### config.mk
export PLATFORM = sky130hd
export DESIGN_NAME = srp_regs
export DESIGN_NICKNAME = d
export VERILOG_FILES = /design/src/common/srp_pkg.sv /design/src/hdl/srp_regs.sv
export SDC_FILE = /design/constraint.sdc
export NUM_CORES = 1
export LEC_CHECK = 0
export ABC_AREA = 0
export BUFFER_PORTS_ARGS = -buffer_cell sky130_fd_sc_hd__buf_4
export CAP_MARGIN = 20
export CORE_MARGIN = 5
export CORE_UTILIZATION = 37
export DETAILED_ROUTE_END_ITERATION = 16
export PLACE_DENSITY = 0.86
export SKIP_CTS_REPAIR_TIMING = 1
export SYNTH_ARGS = -nofsm -noshare
export SYNTH_HDL_FRONTEND = slang
export SYNTH_SLANG_ARGS = --single-unit
### constraint.sdc
create_clock -name sys_clk -period 1.52 [get_ports sys_clk]
set_input_delay 0 -clock sys_clk [delete_from_list [all_inputs] [get_ports sys_clk]]
set_output_delay 0 -clock sys_clk [all_outputs]
set_load 0.05 [all_outputs]
### src/common/srp_pkg.sv
`default_nettype none
package srp_pkg;

   // ------------------------------------------------------------
   // register indices and byte addresses
   // ------------------------------------------------------------
   localparam logic [7:0]  IDX_INDIRECT_READ_PAGE    = 8'hD4;
   localparam logic [7:0]  IDX_INDIRECT_WRITE_PAGE   = 8'hD5;
   localparam logic [7:0]  IDX_FLASH_BANK_SELECT     = 8'hFA;
   localparam logic [7:0]  IDX_SYSTEM_STATUS_CONTROL = 8'hFE;
   localparam logic [11:0] ADDR_INDIRECT_READ_PAGE    = {2'h0, IDX_INDIRECT_READ_PAGE, 2'h0};
   localparam logic [11:0] ADDR_INDIRECT_WRITE_PAGE   = {2'h0, IDX_INDIRECT_WRITE_PAGE, 2'h0};
   localparam logic [11:0] ADDR_FLASH_BANK_SELECT     = {2'h0, IDX_FLASH_BANK_SELECT, 2'h0};
   localparam logic [11:0] ADDR_SYSTEM_STATUS_CONTROL = {2'h0, IDX_SYSTEM_STATUS_CONTROL, 2'h0};

   // ------------------------------------------------------------
   // field layout and reset values
   // ------------------------------------------------------------
   localparam int          PAGE_W           = 3;
   localparam int          BANK_W           = 2;
   localparam int          BIT_REPEATED     = 7;
   localparam int          BIT_SLOW_OSC     = 4;
   localparam int          BIT_XTAL_WRITTEN = 3;
   localparam int          BIT_XTAL_PRESENT = 2;
   localparam int          BIT_RAMCLR_DIS   = 0;
   localparam logic [2:0]  RST_PAGE         = 3'h0;
   localparam logic [1:0]  RST_BANK         = 2'h0;
   localparam logic        RST_BIT          = 1'b0;

   // ------------------------------------------------------------
   // oscillator and flash figures
   // ------------------------------------------------------------
   localparam int          IMO_FAST_MHZ     = 24;
   localparam int          IMO_SLOW_MHZ     = 6;
   localparam int          BANK0_USER_BYTES = 8192;
   localparam int          BANK_OFS_W       = $clog2(BANK0_USER_BYTES);
   localparam logic [1:0]  BOOT_PASS_ONE    = 2'h1;
   localparam logic [1:0]  BOOT_PASS_MANY   = 2'h2;

   // indirect-move access from the core
   typedef struct packed {
      logic rd;          // data phase of load-accumulator move
      logic wr;          // data phase of store-accumulator move
      logic ptr;         // pointer byte fetch of either move
   } srp_mvi_s;

   // system status and control fields
   typedef struct packed {
      logic repeated_boot_flag;
      logic slow_oscillator_select;
      logic crystal_flag_written;
      logic crystal_present_flag;
      logic watchdog_ram_clear_disable;
   } srp_scr_s;

endpackage
`default_nettype wire

### src/hdl/srp_regs.sv
`timescale 1ns/10ps
`default_nettype none
module srp_regs
   import srp_pkg::*;
#(
   parameter int SRAM_PAGES  = 8,
   parameter int FLASH_BANKS = 4
) (
   input  wire logic                  sys_clk,          // 25 MHz core clock
   input  wire logic                  rst_b,            // power-on or external reset
   input  wire logic                  psel,             // apb select
   input  wire logic                  penable,          // apb access phase
   input  wire logic                  pwrite,           // apb direction
   input  wire logic [11:0]           paddr,            // apb byte address
   input  wire logic [31:0]           pwdata,           // apb write data
   input  wire logic [3:0]            pstrb,            // apb byte strobes
   output logic                       pready,           // apb ready
   output logic [31:0]                prdata,           // apb read data
   output logic                       pslverr,          // apb error, unmapped
   input  wire srp_mvi_s              indirect_move_instruction,              // indirect-move phase
   input  wire logic [PAGE_W-1:0]     cur_page,         // current page pointer
   output logic [PAGE_W-1:0]          sram_page,        // page for this access
   input  wire logic                  boot_pass,        // boot routine started
   input  wire logic                  boot_done,        // boot routine finished
   input  wire logic                  supply_ok_pin,    // supply monitor, async
   input  wire logic                  flash_ready_pin,  // flash idle, async
   output logic                       user_exec_en,     // user flash may run
   input  wire logic                  ext_clock_pin,    // external clock mode, async
   output logic                       imo_slow,         // main oscillator at 6 MHz
   output logic                       system_clock_slow,      // system clock follows it, except in external clock mode
   input  wire logic                  xtal_switch_req,  // firmware asks for crystal
   output logic                       slow_clk_xtal,    // slow clock on crystal
   output logic                       ram_clear_min,    // minimum clear on watchdog
   input  wire logic [BANK_OFS_W-1:0] flash_ofs,        // boot-rom flash offset
   output logic [BANK_W+BANK_OFS_W-1:0] flash_addr,     // banked flash address
   output logic                       cal_table_bank    // access hits bank zero
);

   // ------------------------------------------------------------
   // decode helpers
   // ------------------------------------------------------------
   function automatic logic hit(input logic [11:0] a, input logic [11:0] r);
      hit = (a == r);
   endfunction

   function automatic logic mapped(input logic [11:0] a);
      mapped = hit(a, ADDR_INDIRECT_READ_PAGE) | hit(a, ADDR_INDIRECT_WRITE_PAGE)
             | hit(a, ADDR_FLASH_BANK_SELECT) | hit(a, ADDR_SYSTEM_STATUS_CONTROL);
   endfunction

   localparam logic MULTI_PAGE = (SRAM_PAGES > 1);
   localparam logic MULTI_BANK = (FLASH_BANKS > 1);

   // ------------------------------------------------------------
   // pin synchronisers
   // ------------------------------------------------------------
   logic [2:0] sync_a;
   logic [2:0] sync_b;
   logic [2:0] pins_in;

   assign pins_in = {supply_ok_pin, flash_ready_pin, ext_clock_pin};

   always_ff @(posedge sys_clk or negedge rst_b) begin
      if (!rst_b) begin
         sync_a <= 3'h0;
         sync_b <= 3'h0;
      end else begin
         sync_a <= pins_in;
         sync_b <= sync_a;
      end
   end

   // ------------------------------------------------------------
   // apb slave
   // ------------------------------------------------------------
   logic        next_pready;
   logic [31:0] next_prdata;
   logic        next_pslverr;
   logic        wr_now;
   logic [7:0]  rd_byte;

   // one wait state so that every answer leaves a flip-flop
   // a write lands only at the edge where the master sees pready high
   assign wr_now = psel & penable & pready & pwrite & pstrb[0] & mapped(paddr);

   always_comb begin
      next_pready  = psel & penable & ~pready;
      next_prdata  = 32'h0000_0000;
      next_pslverr = 1'b0;
      if (psel & penable & ~pready) begin
         next_pslverr = ~mapped(paddr);
         if (!pwrite) begin
            next_prdata = {24'h00_0000, rd_byte};
         end
      end
   end

   always_ff @(posedge sys_clk or negedge rst_b) begin
      if (!rst_b) begin
         pready  <= 1'b0;
         prdata  <= 32'h0000_0000;
         pslverr <= 1'b0;
      end else begin
         pready  <= next_pready;
         prdata  <= next_prdata;
         pslverr <= next_pslverr;
      end
   end

   // ------------------------------------------------------------
   // write strobes
   // ------------------------------------------------------------
   // one strobe per register keeps the bank logic free of address compares
   logic wr_rd_page;
   logic wr_wr_page;
   logic wr_bank;
   logic wr_scr;

   assign wr_rd_page = wr_now & hit(paddr, ADDR_INDIRECT_READ_PAGE);
   assign wr_wr_page = wr_now & hit(paddr, ADDR_INDIRECT_WRITE_PAGE);
   assign wr_bank    = wr_now & hit(paddr, ADDR_FLASH_BANK_SELECT);
   // the whole 12-bit address is decoded here: the two top bits must be zero
   assign wr_scr     = wr_now & hit(paddr, ADDR_SYSTEM_STATUS_CONTROL);

   // ------------------------------------------------------------
   // boot pass counting
   // ------------------------------------------------------------
   // saturates at two passes; only a fresh reset clears it
   logic [1:0] boot_count;
   logic [1:0] next_boot_count;

   always_comb begin
      next_boot_count = boot_count;
      if (boot_pass && boot_count != BOOT_PASS_MANY) begin
         next_boot_count = boot_count + 2'h1;
      end
   end

   always_ff @(posedge sys_clk or negedge rst_b) begin
      if (!rst_b) begin
         boot_count <= 2'h0;
      end else begin
         boot_count <= next_boot_count;
      end
   end

   // ------------------------------------------------------------
   // register bank
   // ------------------------------------------------------------
   logic [PAGE_W-1:0] indirect_read_page;
   logic [PAGE_W-1:0] indirect_write_page;
   logic [BANK_W-1:0] flash_bank_select;
   srp_scr_s          scr;
   logic [PAGE_W-1:0] next_rd_page;
   logic [PAGE_W-1:0] next_wr_page;
   logic [BANK_W-1:0] next_bank;
   srp_scr_s          next_scr;

   always_comb begin
      next_rd_page    = indirect_read_page;
      next_wr_page    = indirect_write_page;
      next_bank       = flash_bank_select;
      next_scr        = scr;
      next_scr.repeated_boot_flag = (next_boot_count == BOOT_PASS_MANY);
      if (wr_rd_page) begin
         next_rd_page = pwdata[PAGE_W-1:0];
      end
      if (wr_wr_page) begin
         next_wr_page = pwdata[PAGE_W-1:0];
      end
      if (wr_bank) begin
         next_bank = pwdata[BANK_W-1:0];
      end
      if (wr_scr) begin
         next_scr.slow_oscillator_select     = pwdata[BIT_SLOW_OSC];
         next_scr.watchdog_ram_clear_disable = pwdata[BIT_RAMCLR_DIS];
         // the lock is one-shot: a later write cannot undo a wrong claim
         if (!scr.crystal_flag_written) begin
            next_scr.crystal_present_flag = pwdata[BIT_XTAL_PRESENT];
            next_scr.crystal_flag_written = 1'b1;
         end
      end
   end

   always_ff @(posedge sys_clk or negedge rst_b) begin
      if (!rst_b) begin
         indirect_read_page  <= RST_PAGE;
         indirect_write_page <= RST_PAGE;
         flash_bank_select   <= RST_BANK;
         scr                 <= '{default: RST_BIT};
      end else begin
         indirect_read_page  <= next_rd_page;
         indirect_write_page <= next_wr_page;
         flash_bank_select   <= next_bank;
         scr                 <= next_scr;
      end
   end

   // reserved positions are built as constant zero
   always_comb begin
      rd_byte = 8'h00;
      if (hit(paddr, ADDR_INDIRECT_READ_PAGE)) begin
         rd_byte[PAGE_W-1:0] = indirect_read_page;
      end else if (hit(paddr, ADDR_INDIRECT_WRITE_PAGE)) begin
         rd_byte[PAGE_W-1:0] = indirect_write_page;
      end else if (hit(paddr, ADDR_FLASH_BANK_SELECT)) begin
         rd_byte[BANK_W-1:0] = flash_bank_select;
      end else if (hit(paddr, ADDR_SYSTEM_STATUS_CONTROL)) begin
         rd_byte[BIT_REPEATED]     = scr.repeated_boot_flag;
         rd_byte[BIT_SLOW_OSC]     = scr.slow_oscillator_select;
         rd_byte[BIT_XTAL_WRITTEN] = scr.crystal_flag_written;
         rd_byte[BIT_XTAL_PRESENT] = scr.crystal_present_flag;
         rd_byte[BIT_RAMCLR_DIS]   = scr.watchdog_ram_clear_disable;
      end
   end

   // ------------------------------------------------------------
   // indirect-move page steering
   // ------------------------------------------------------------
   // paging mode flags are deliberately not an input of this logic
   logic [PAGE_W-1:0] next_sram_page;

   always_comb begin
      next_sram_page = cur_page;
      if (indirect_move_instruction.ptr) begin
         next_sram_page = cur_page;
      end else if (indirect_move_instruction.rd) begin
         next_sram_page = indirect_read_page;
      end else if (indirect_move_instruction.wr) begin
         next_sram_page = indirect_write_page;
      end
      if (!MULTI_PAGE) begin
         next_sram_page = RST_PAGE;
      end
   end

   always_ff @(posedge sys_clk or negedge rst_b) begin
      if (!rst_b) begin
         sram_page <= RST_PAGE;
      end else begin
         sram_page <= next_sram_page;
      end
   end

   // ------------------------------------------------------------
   // boot hold, clocks and flash banking
   // ------------------------------------------------------------
   logic                         next_user_exec_en;
   logic                         next_imo_slow;
   logic                         next_system_clock_slow;
   logic                         next_slow_clk_xtal;
   logic                         next_ram_clear_min;
   logic                         next_cal_table_bank;
   logic [BANK_W+BANK_OFS_W-1:0] next_flash_addr;
   logic [BANK_W-1:0]            eff_bank;

   assign eff_bank = MULTI_BANK ? flash_bank_select : RST_BANK;

   always_comb begin
      // user code waits for a finished boot and both safety levels
      next_user_exec_en = boot_done & sync_b[2] & sync_b[1];
      next_imo_slow     = scr.slow_oscillator_select;
      next_system_clock_slow  = scr.slow_oscillator_select & ~sync_b[0];
      // a crystal never claimed stays locked out of the slow clock
      next_slow_clk_xtal = xtal_switch_req & scr.crystal_present_flag;
      next_flash_addr   = {eff_bank, flash_ofs};
      next_ram_clear_min  = scr.watchdog_ram_clear_disable;
      next_cal_table_bank = (eff_bank == RST_BANK);
   end

   // ------------------------------------------------------------
   // output registers
   // ------------------------------------------------------------
   // every top-level output leaves a flop, so outputs lag by one cycle
   always_ff @(posedge sys_clk or negedge rst_b) begin
      if (!rst_b) begin
         user_exec_en   <= 1'b0;
         imo_slow       <= 1'b0;
         system_clock_slow    <= 1'b0;
         slow_clk_xtal  <= 1'b0;
         ram_clear_min  <= 1'b0;
         flash_addr     <= '0;
         cal_table_bank <= 1'b1;
      end else begin
         user_exec_en   <= next_user_exec_en;
         imo_slow       <= next_imo_slow;
         system_clock_slow    <= next_system_clock_slow;
         slow_clk_xtal  <= next_slow_clk_xtal;
         ram_clear_min  <= next_ram_clear_min;
         flash_addr     <= next_flash_addr;
         cal_table_bank <= next_cal_table_bank;
      end
   end

endmodule
`default_nettype wire

==> out/results.ini, run 1 <==
[routing]
post_drt_via_cell_ratio=4.36
route.detailed.drc=0
drt-initial-drc-count=35
routedWlPerCell_um=14.0
dr.pass1.iters=4
drtAntennaViolNets=0
wirelength_um=4830
vias=1500

[cells_and_area]
design_area_mm2=0.00302
final_nets=350
antennaDiodeCount=0
nFillCells=445
drive_gt1_share_pct=40.1
multi_input_area_um2=644
stdcell_count=344
areaGrowthSynthToFinish_pct=45.5
regArea_mm2=0.00133

[status]
violations=negative hold slack
outcome=finished with violations

[timing]
slew_violations=0
clock_skew_ns=0.00291
worst_slew_pin_slew_ns=0.619
post-route-period-util_pct=98.4
clock.fmax_ghz=0.669
finalHoldViolCount=1
rsz0062_at_grt=yes
setup_viol=0
slew_headroom_pct=58.8
whs_ns=-0.0103
finalCriticalPeriod_ns=1.50

[hold_path]
hold_depth=3
hold_end=sram_page[0]
hold_path.class=in2reg
holdCritStartpoint=cur_page[0]

[pwr]
power_frac_comb_pct=21.3
ir_drop_v=0.000533
p_seq_share_pct=53.2
power.switching_uw=825
p_leak_nw=1.54
power.internal_mw=2.01
clock_power_share_pct=25.5
p_per_area_mw_per_mm2=940
swShare_pct=29.0
power_mw=2.84

[cts]
cts_buffers=5
path_clk_slew_ns=0.08
clk_latency_ns=0.29
ctsLongestPathBuffers=2
cts.sinks=53
cts-root-buf=clkbuf_8
cts_tree=yes
h-tree-depth=2

[worst_setup_path]
crit_buf_inv=0
cp.arrival_ns=1.68
crit_path_max_incr_delay_ns=0.37
cpMaxStageDelayCell=dfrtp_2
worstRegToRegCells=4
crit_start=pready
r2r_start=pready
rr_endpoint=eff_bank[1]
crit_type=reg2reg
required_ns=1.70
cp_top_family=simple AND/OR/NAND/NOR gates
startpoint_type=register
regToRegSetupSlack_ns=0.02
worstPathCellList=and4_4, nand4_4, or3_4, mux2_4
path_max_fanout=5
worst_setup_path_end_kind=register

[synthesis]
yosysSeqAreaShare_pct=63.9
synth-edff-count=0
yosysWarnings=0
yosys.area.top_type=dfrtp_1
yosys.cell_count.top_type=dfrtp_1
syn_avg_cell_area_um2=13.1
synth_seq_cells=53
synth_top_cell_area_share_pct=62.7
synthDistinctLibCells=32
syn_inst=159
synth_top_cells_by_count=dfrtp_1 (52), buf_4 (26), mux2_2 (10), nor2_1 (9), nor2b_1 (6)
synthArstFlopShare_pct=100
ys_dominant_reg_cell=dfrtp_1
mappedNetlistArea_mm2=0.00208
yosys-top-cells-area=dfrtp_1 (63%), buf_4 (9.4%), mux2_2 (5.4%)

[floorplanning]
die_w_um=84.9
die_area_mm2=0.00721
core-area_mm2=0.00547
ioPinCount=136
initial_core_util_pct=38.0
rows=27
die_h_um=84.9

[global_route]
grt_pass1_vias=1486
grtUsageTotal_pct=11.7
antenna_found_initial=0
grt_max_degree=54
grt_pass1_wl_um=6750
grt_overflow=0

[place]
gp_congestion=0.811
dpl.hpwl_um=3350
dp.cells=309
place_area_mm2=0.00266
io_buffers=78

[run]
cap_violations=0

per-layer routing:
metal / part of all wire, % / vias to the layer above / global-route usage (%)
met4: 2.3 / 0 / 4.75
met2: 54 / 67 / 21.2
met5: 0 / - / 0
met1: 36 / 712 / 12.5
met3: 7.9 / 11 / 3.69
li1: - / 710 / -
final cells by class:
| type | count | area share [%] |
|---|---|---|
| Inverter | 4 | 0.497 |
| Timing Repair Buffer | 106 | 28.5 |
| Sequential cell | 53 | 44.0 |
| Clock inverter | 2 | 0.331 |
| Tap cell | 72 | 2.98 |
| Clock buffer | 6 | 2.40 |
| Multi-Input combinational cell | 101 | 21.3 |
power groups by stage:
stage               logic (mW)  registers, mW  clock network, mW
finish                   0.604           1.51              0.725
global route             0.649           1.52              0.804
CTS                      0.542           1.51              0.754
detailed placement       0.538           1.54                  0
global placement         0.519           1.53                  0
floorplan                0.288           1.63                  0
registers in the layout, summed over array words and instances (netlist names), 2 cells and up:
| name | count |
|---|---|
| prdata | 6 |
| indirect_write_page | 3 |
| scr | 3 |
| boot_count | 2 |
| eff_bank | 2 |
| sram_page | 3 |
| sync_a | 3 |
| flash_addr | 15 |
| sync_b | 3 |
| indirect_read_page | 3 |
per-stage QoR:
step / setup WS (ns) / TNS, ns / util (%)
2_1_floorplan: -0.135 / -0.454 / -
3_3_place_gp: 0.0128 / 0 / 48.6
3_5_place_dp: -0.0280 / -0.0563 / 48.6
4_1_cts: -0.0344 / -0.0748 / 50.1
5_1_grt: -0.0249 / -0.0939 / 55.2
6_report: 0.0244 / 0 / 55.2
kinds of logic (layout without fill, tap and decap cells):
group	Yosys count	after routing	synth area share, %
other	1	26	0.181
and+or+nand+nor	45	45	13.1
muxes	13	13	7.35
adders and majority gates	1	1	0.602
DFF	53	53	63.9
AOI/OAI and AO/OA	15	15	4.28
xor gates and xnor gates	1	1	0.422
buffers and inverters	30	118	10.1
worst max path at each step:
stage | endpoint | slack (ns) | depth (start not counted)
floorplan | eff_bank[0] | -0.14 | 4
global placement | eff_bank[0] | 0.01 | 4
detailed placement | eff_bank[1] | -0.03 | 4
CTS | eff_bank[1] | -0.03 | 4
global route | eff_bank[1] | -0.02 | 4
finish | eff_bank[1] | 0.02 | 4
layout by cell type, fill, tap and decap left out, drive strengths merged:
master       instances
a21oi                4
a22oi                2
and2                 4
and3                 3
and4                 1
and4b                1
and4bb               1
buf                 80
clkbuf               6
clkinv               2
conb                26
dfrtp               52
dfstp                1
dlygate4sd3         26
ha                   1
inv                  4
mux2                12
mux2i                1
nand2                5
nand2b               2
nand3                2
nand4                1
nor2                 9
nor2b                6
nor3                 5
nor4                 1
o21ai                5
o22ai                3
o311a                1
or2                  2
or3                  1
or4                  1
xnor2                1
worst reg2reg max path, cell delays in order (launching register included):
cell     delay (ns)
dfrtp_2        0.37
and4_4         0.23
nand4_4        0.12
or3_4          0.37
mux2_4         0.30
(Power assumes the default switching activity.)
==> inputs of run 2 (changes only) <==
--- a/config.mk
+++ b/config.mk
@@ -8,7 +8,6 @@
 export ABC_AREA = 0
 export BUFFER_PORTS_ARGS = -buffer_cell sky130_fd_sc_hd__buf_4
 export CAP_MARGIN = 20
-export CORE_MARGIN = 5
 export CORE_UTILIZATION = 37
 export DETAILED_ROUTE_END_ITERATION = 16
 export PLACE_DENSITY = 0.86
==> out/results.ini, run 2 (synthesis gave the netlist of run 1 again) <==
[status]
outcome=finished with violations
violations=negative hold slack, negative setup slack

[pwr]
p_seq_share_pct=51.4
power.switching_uw=908
power_frac_comb_pct=20.6
ir_drop_v=0.000534
swShare_pct=30.9
p_per_area_mw_per_mm2=963
clock_power_share_pct=28.0
power.internal_mw=2.03
p_leak_nw=1.55

[cts]
h-tree-depth=2
ctsLongestPathBuffers=2
path_clk_slew_ns=0.09
clk_latency_ns=0.32
cts.sinks=53
cts_tree=yes
cts_buffers=5
cts-root-buf=clkbuf_8

[cells_and_area]
top_register=flash_addr
final_nets=351
top_regs=flash_addr: 15 flops, prdata: 6 flops
antennaDiodeCount=0
final_core_util_pct=57.9
drive_gt1_share_pct=41.0
final_common_cell=buf_4
design_area_mm2=0.00305
areaGrowthSynthToFinish_pct=47.0
largest_reg_flops=15
layout_common_cells=buf_4 (80), dfrtp_1 (51), dlygate4sd3_1 (27), conb_1 (26), mux2_2 (10)
nFillCells=403
stdcell_count=343
regArea_mm2=0.00133
multi_input_area_um2=656

[place]
dpl.hpwl_um=3210
io_buffers=78
gp_congestion=0.818
place_area_mm2=0.00267
dp.cells=308

[worst_setup_path]
cpMaxStageDelayCell=dlygate4sd3_1
startpoint_type=primary input
worstRegToRegCells=4
r2r_start=pready
crit_path_max_incr_delay_ns=0.58
worst_setup_path_end_kind=register
worstPathCellList=dlygate4sd3_1, buf_4, nor2b_1, a22oi_1, o21ai_0, dlygate4sd3_1
regToRegSetupSlack_ns=0.01
rr_endpoint=eff_bank[1]
crit_start=indirect_move_instruction[2]
cp.arrival_ns=1.73
path_max_fanout=6
crit_type=in2reg
crit_top_cell=dlygate4sd3_1
required_ns=1.72

[run]
cap_violations=0

[routing]
dr.pass1.iters=4
wirelength_um=5060
routedWlPerCell_um=14.7
vias=1567
drt-initial-drc-count=63
post_drt_via_cell_ratio=4.57
drtAntennaViolNets=0
route.detailed.drc=0

[floorplanning]
ioPinCount=136
core-area_mm2=0.00527
die_w_um=76.9
initial_core_util_pct=39.4
die_h_um=76.9
rows=26
die_area_mm2=0.00592

[global_route]
grtUsageTotal_pct=14.1
grt_pass1_wl_um=6330
grt_overflow=0
antenna_found_initial=0
grt_max_degree=54
grt_pass1_vias=1376

[timing]
finalCriticalPeriod_ns=1.53
rsz0062_at_grt=yes
setup_viol=1
finalHoldViolCount=1
slew_violations=0
slew_headroom_pct=56.8
worst_slew_pin_slew_ns=0.649
clock.fmax_ghz=0.653
clock_skew_ns=0.0162
fin_ws_ns=-0.0110
post-route-period-util_pct=101
whs_ns=-0.0241

[hold_path]
hold_end=sram_page[2]
hold_path.class=in2reg
holdCritStartpoint=cur_page[2]
hold_depth=3

## run 2: changes by cell type in the layout (fill, tap and decap cells not counted), sizes merged
| cell | delta |
|---|---|
| dlygate4sd3 | +1 |
| inv | +1 |
| clkinvlp | +2 |
| clkbuf | -1 |
| clkinv | -2 |
## run 2: layout make-up
| type | count | share of cell area [%] |
|---|---|---|
| Sequential cell | 53 | 43.5 |
| Inverter | 4 | 0.492 |
| Clock buffer | 5 | 2.25 |
| Multi-Input combinational cell | 101 | 21.5 |
| Clock inverter | 3 | 0.861 |
| Tap cell | 70 | 2.87 |
| Timing Repair Buffer | 107 | 28.5 |
## run 2: worst max-delay path by stage
| stage | endpoint | cells past startpoint |
|---|---|---|
| after floorplan | eff_bank[0] | 4 |
| after global placement | eff_bank[0] | 4 |
| after detailed placement | eff_bank[1] | 4 |
| after CTS | eff_bank[1] | 4 |
| after global routing | sram_page[0] | 6 |
| final | sram_page[0] | 6 |
## run 2: metal layers
metal / up-vias / part of all wire (%) / track usage, %
met2: 86 / 56 / 26.6
met5: - / 0 / 0
met3: 13 / 7.0 / 3.93
met4: 0 / 3.3 / 7.31
met1: 758 / 34 / 13.8
li1: 710 / - / -
## run 2: power by group through the flow
| stage | Sequential, mW | Combinational, mW | Clock (mW) |
|---|---|---|---|
| final | 1.51 | 0.606 | 0.823 |
| after global routing | 1.52 | 0.650 | 0.884 |
| after CTS | 1.51 | 0.541 | 0.829 |
| after detailed placement | 1.54 | 0.540 | 0 |
| after global placement | 1.53 | 0.521 | 0 |
| after floorplan | 1.63 | 0.288 | 0 |
## run 2: worst max-delay path: cells and delay by family
| family | cells | cell delay [ns] |
|---|---|---|
| AOI/OAI and AO/OA | 2 | 0.28 |
| buffers and inverters | 3 | 1.30 |
| and+or+nand+nor | 1 | 0.14 |
## run 2: through the flow
stage / TNS, ns / total power, mW / hold slack [ns] / setup slack, ns
finish: -0.0110 / 2.94 / -0.0241 / -0.0110
global placement: 0 / 2.05 / 0.0579 / 0.00416
global route: -0.181 / 3.05 / 0.00161 / -0.0866
CTS: -0.226 / 2.88 / -0.280 / -0.0555
floorplan: -0.454 / 1.92 / -0.296 / -0.135
detailed placement: -0.147 / 2.08 / 0.0634 / -0.0473
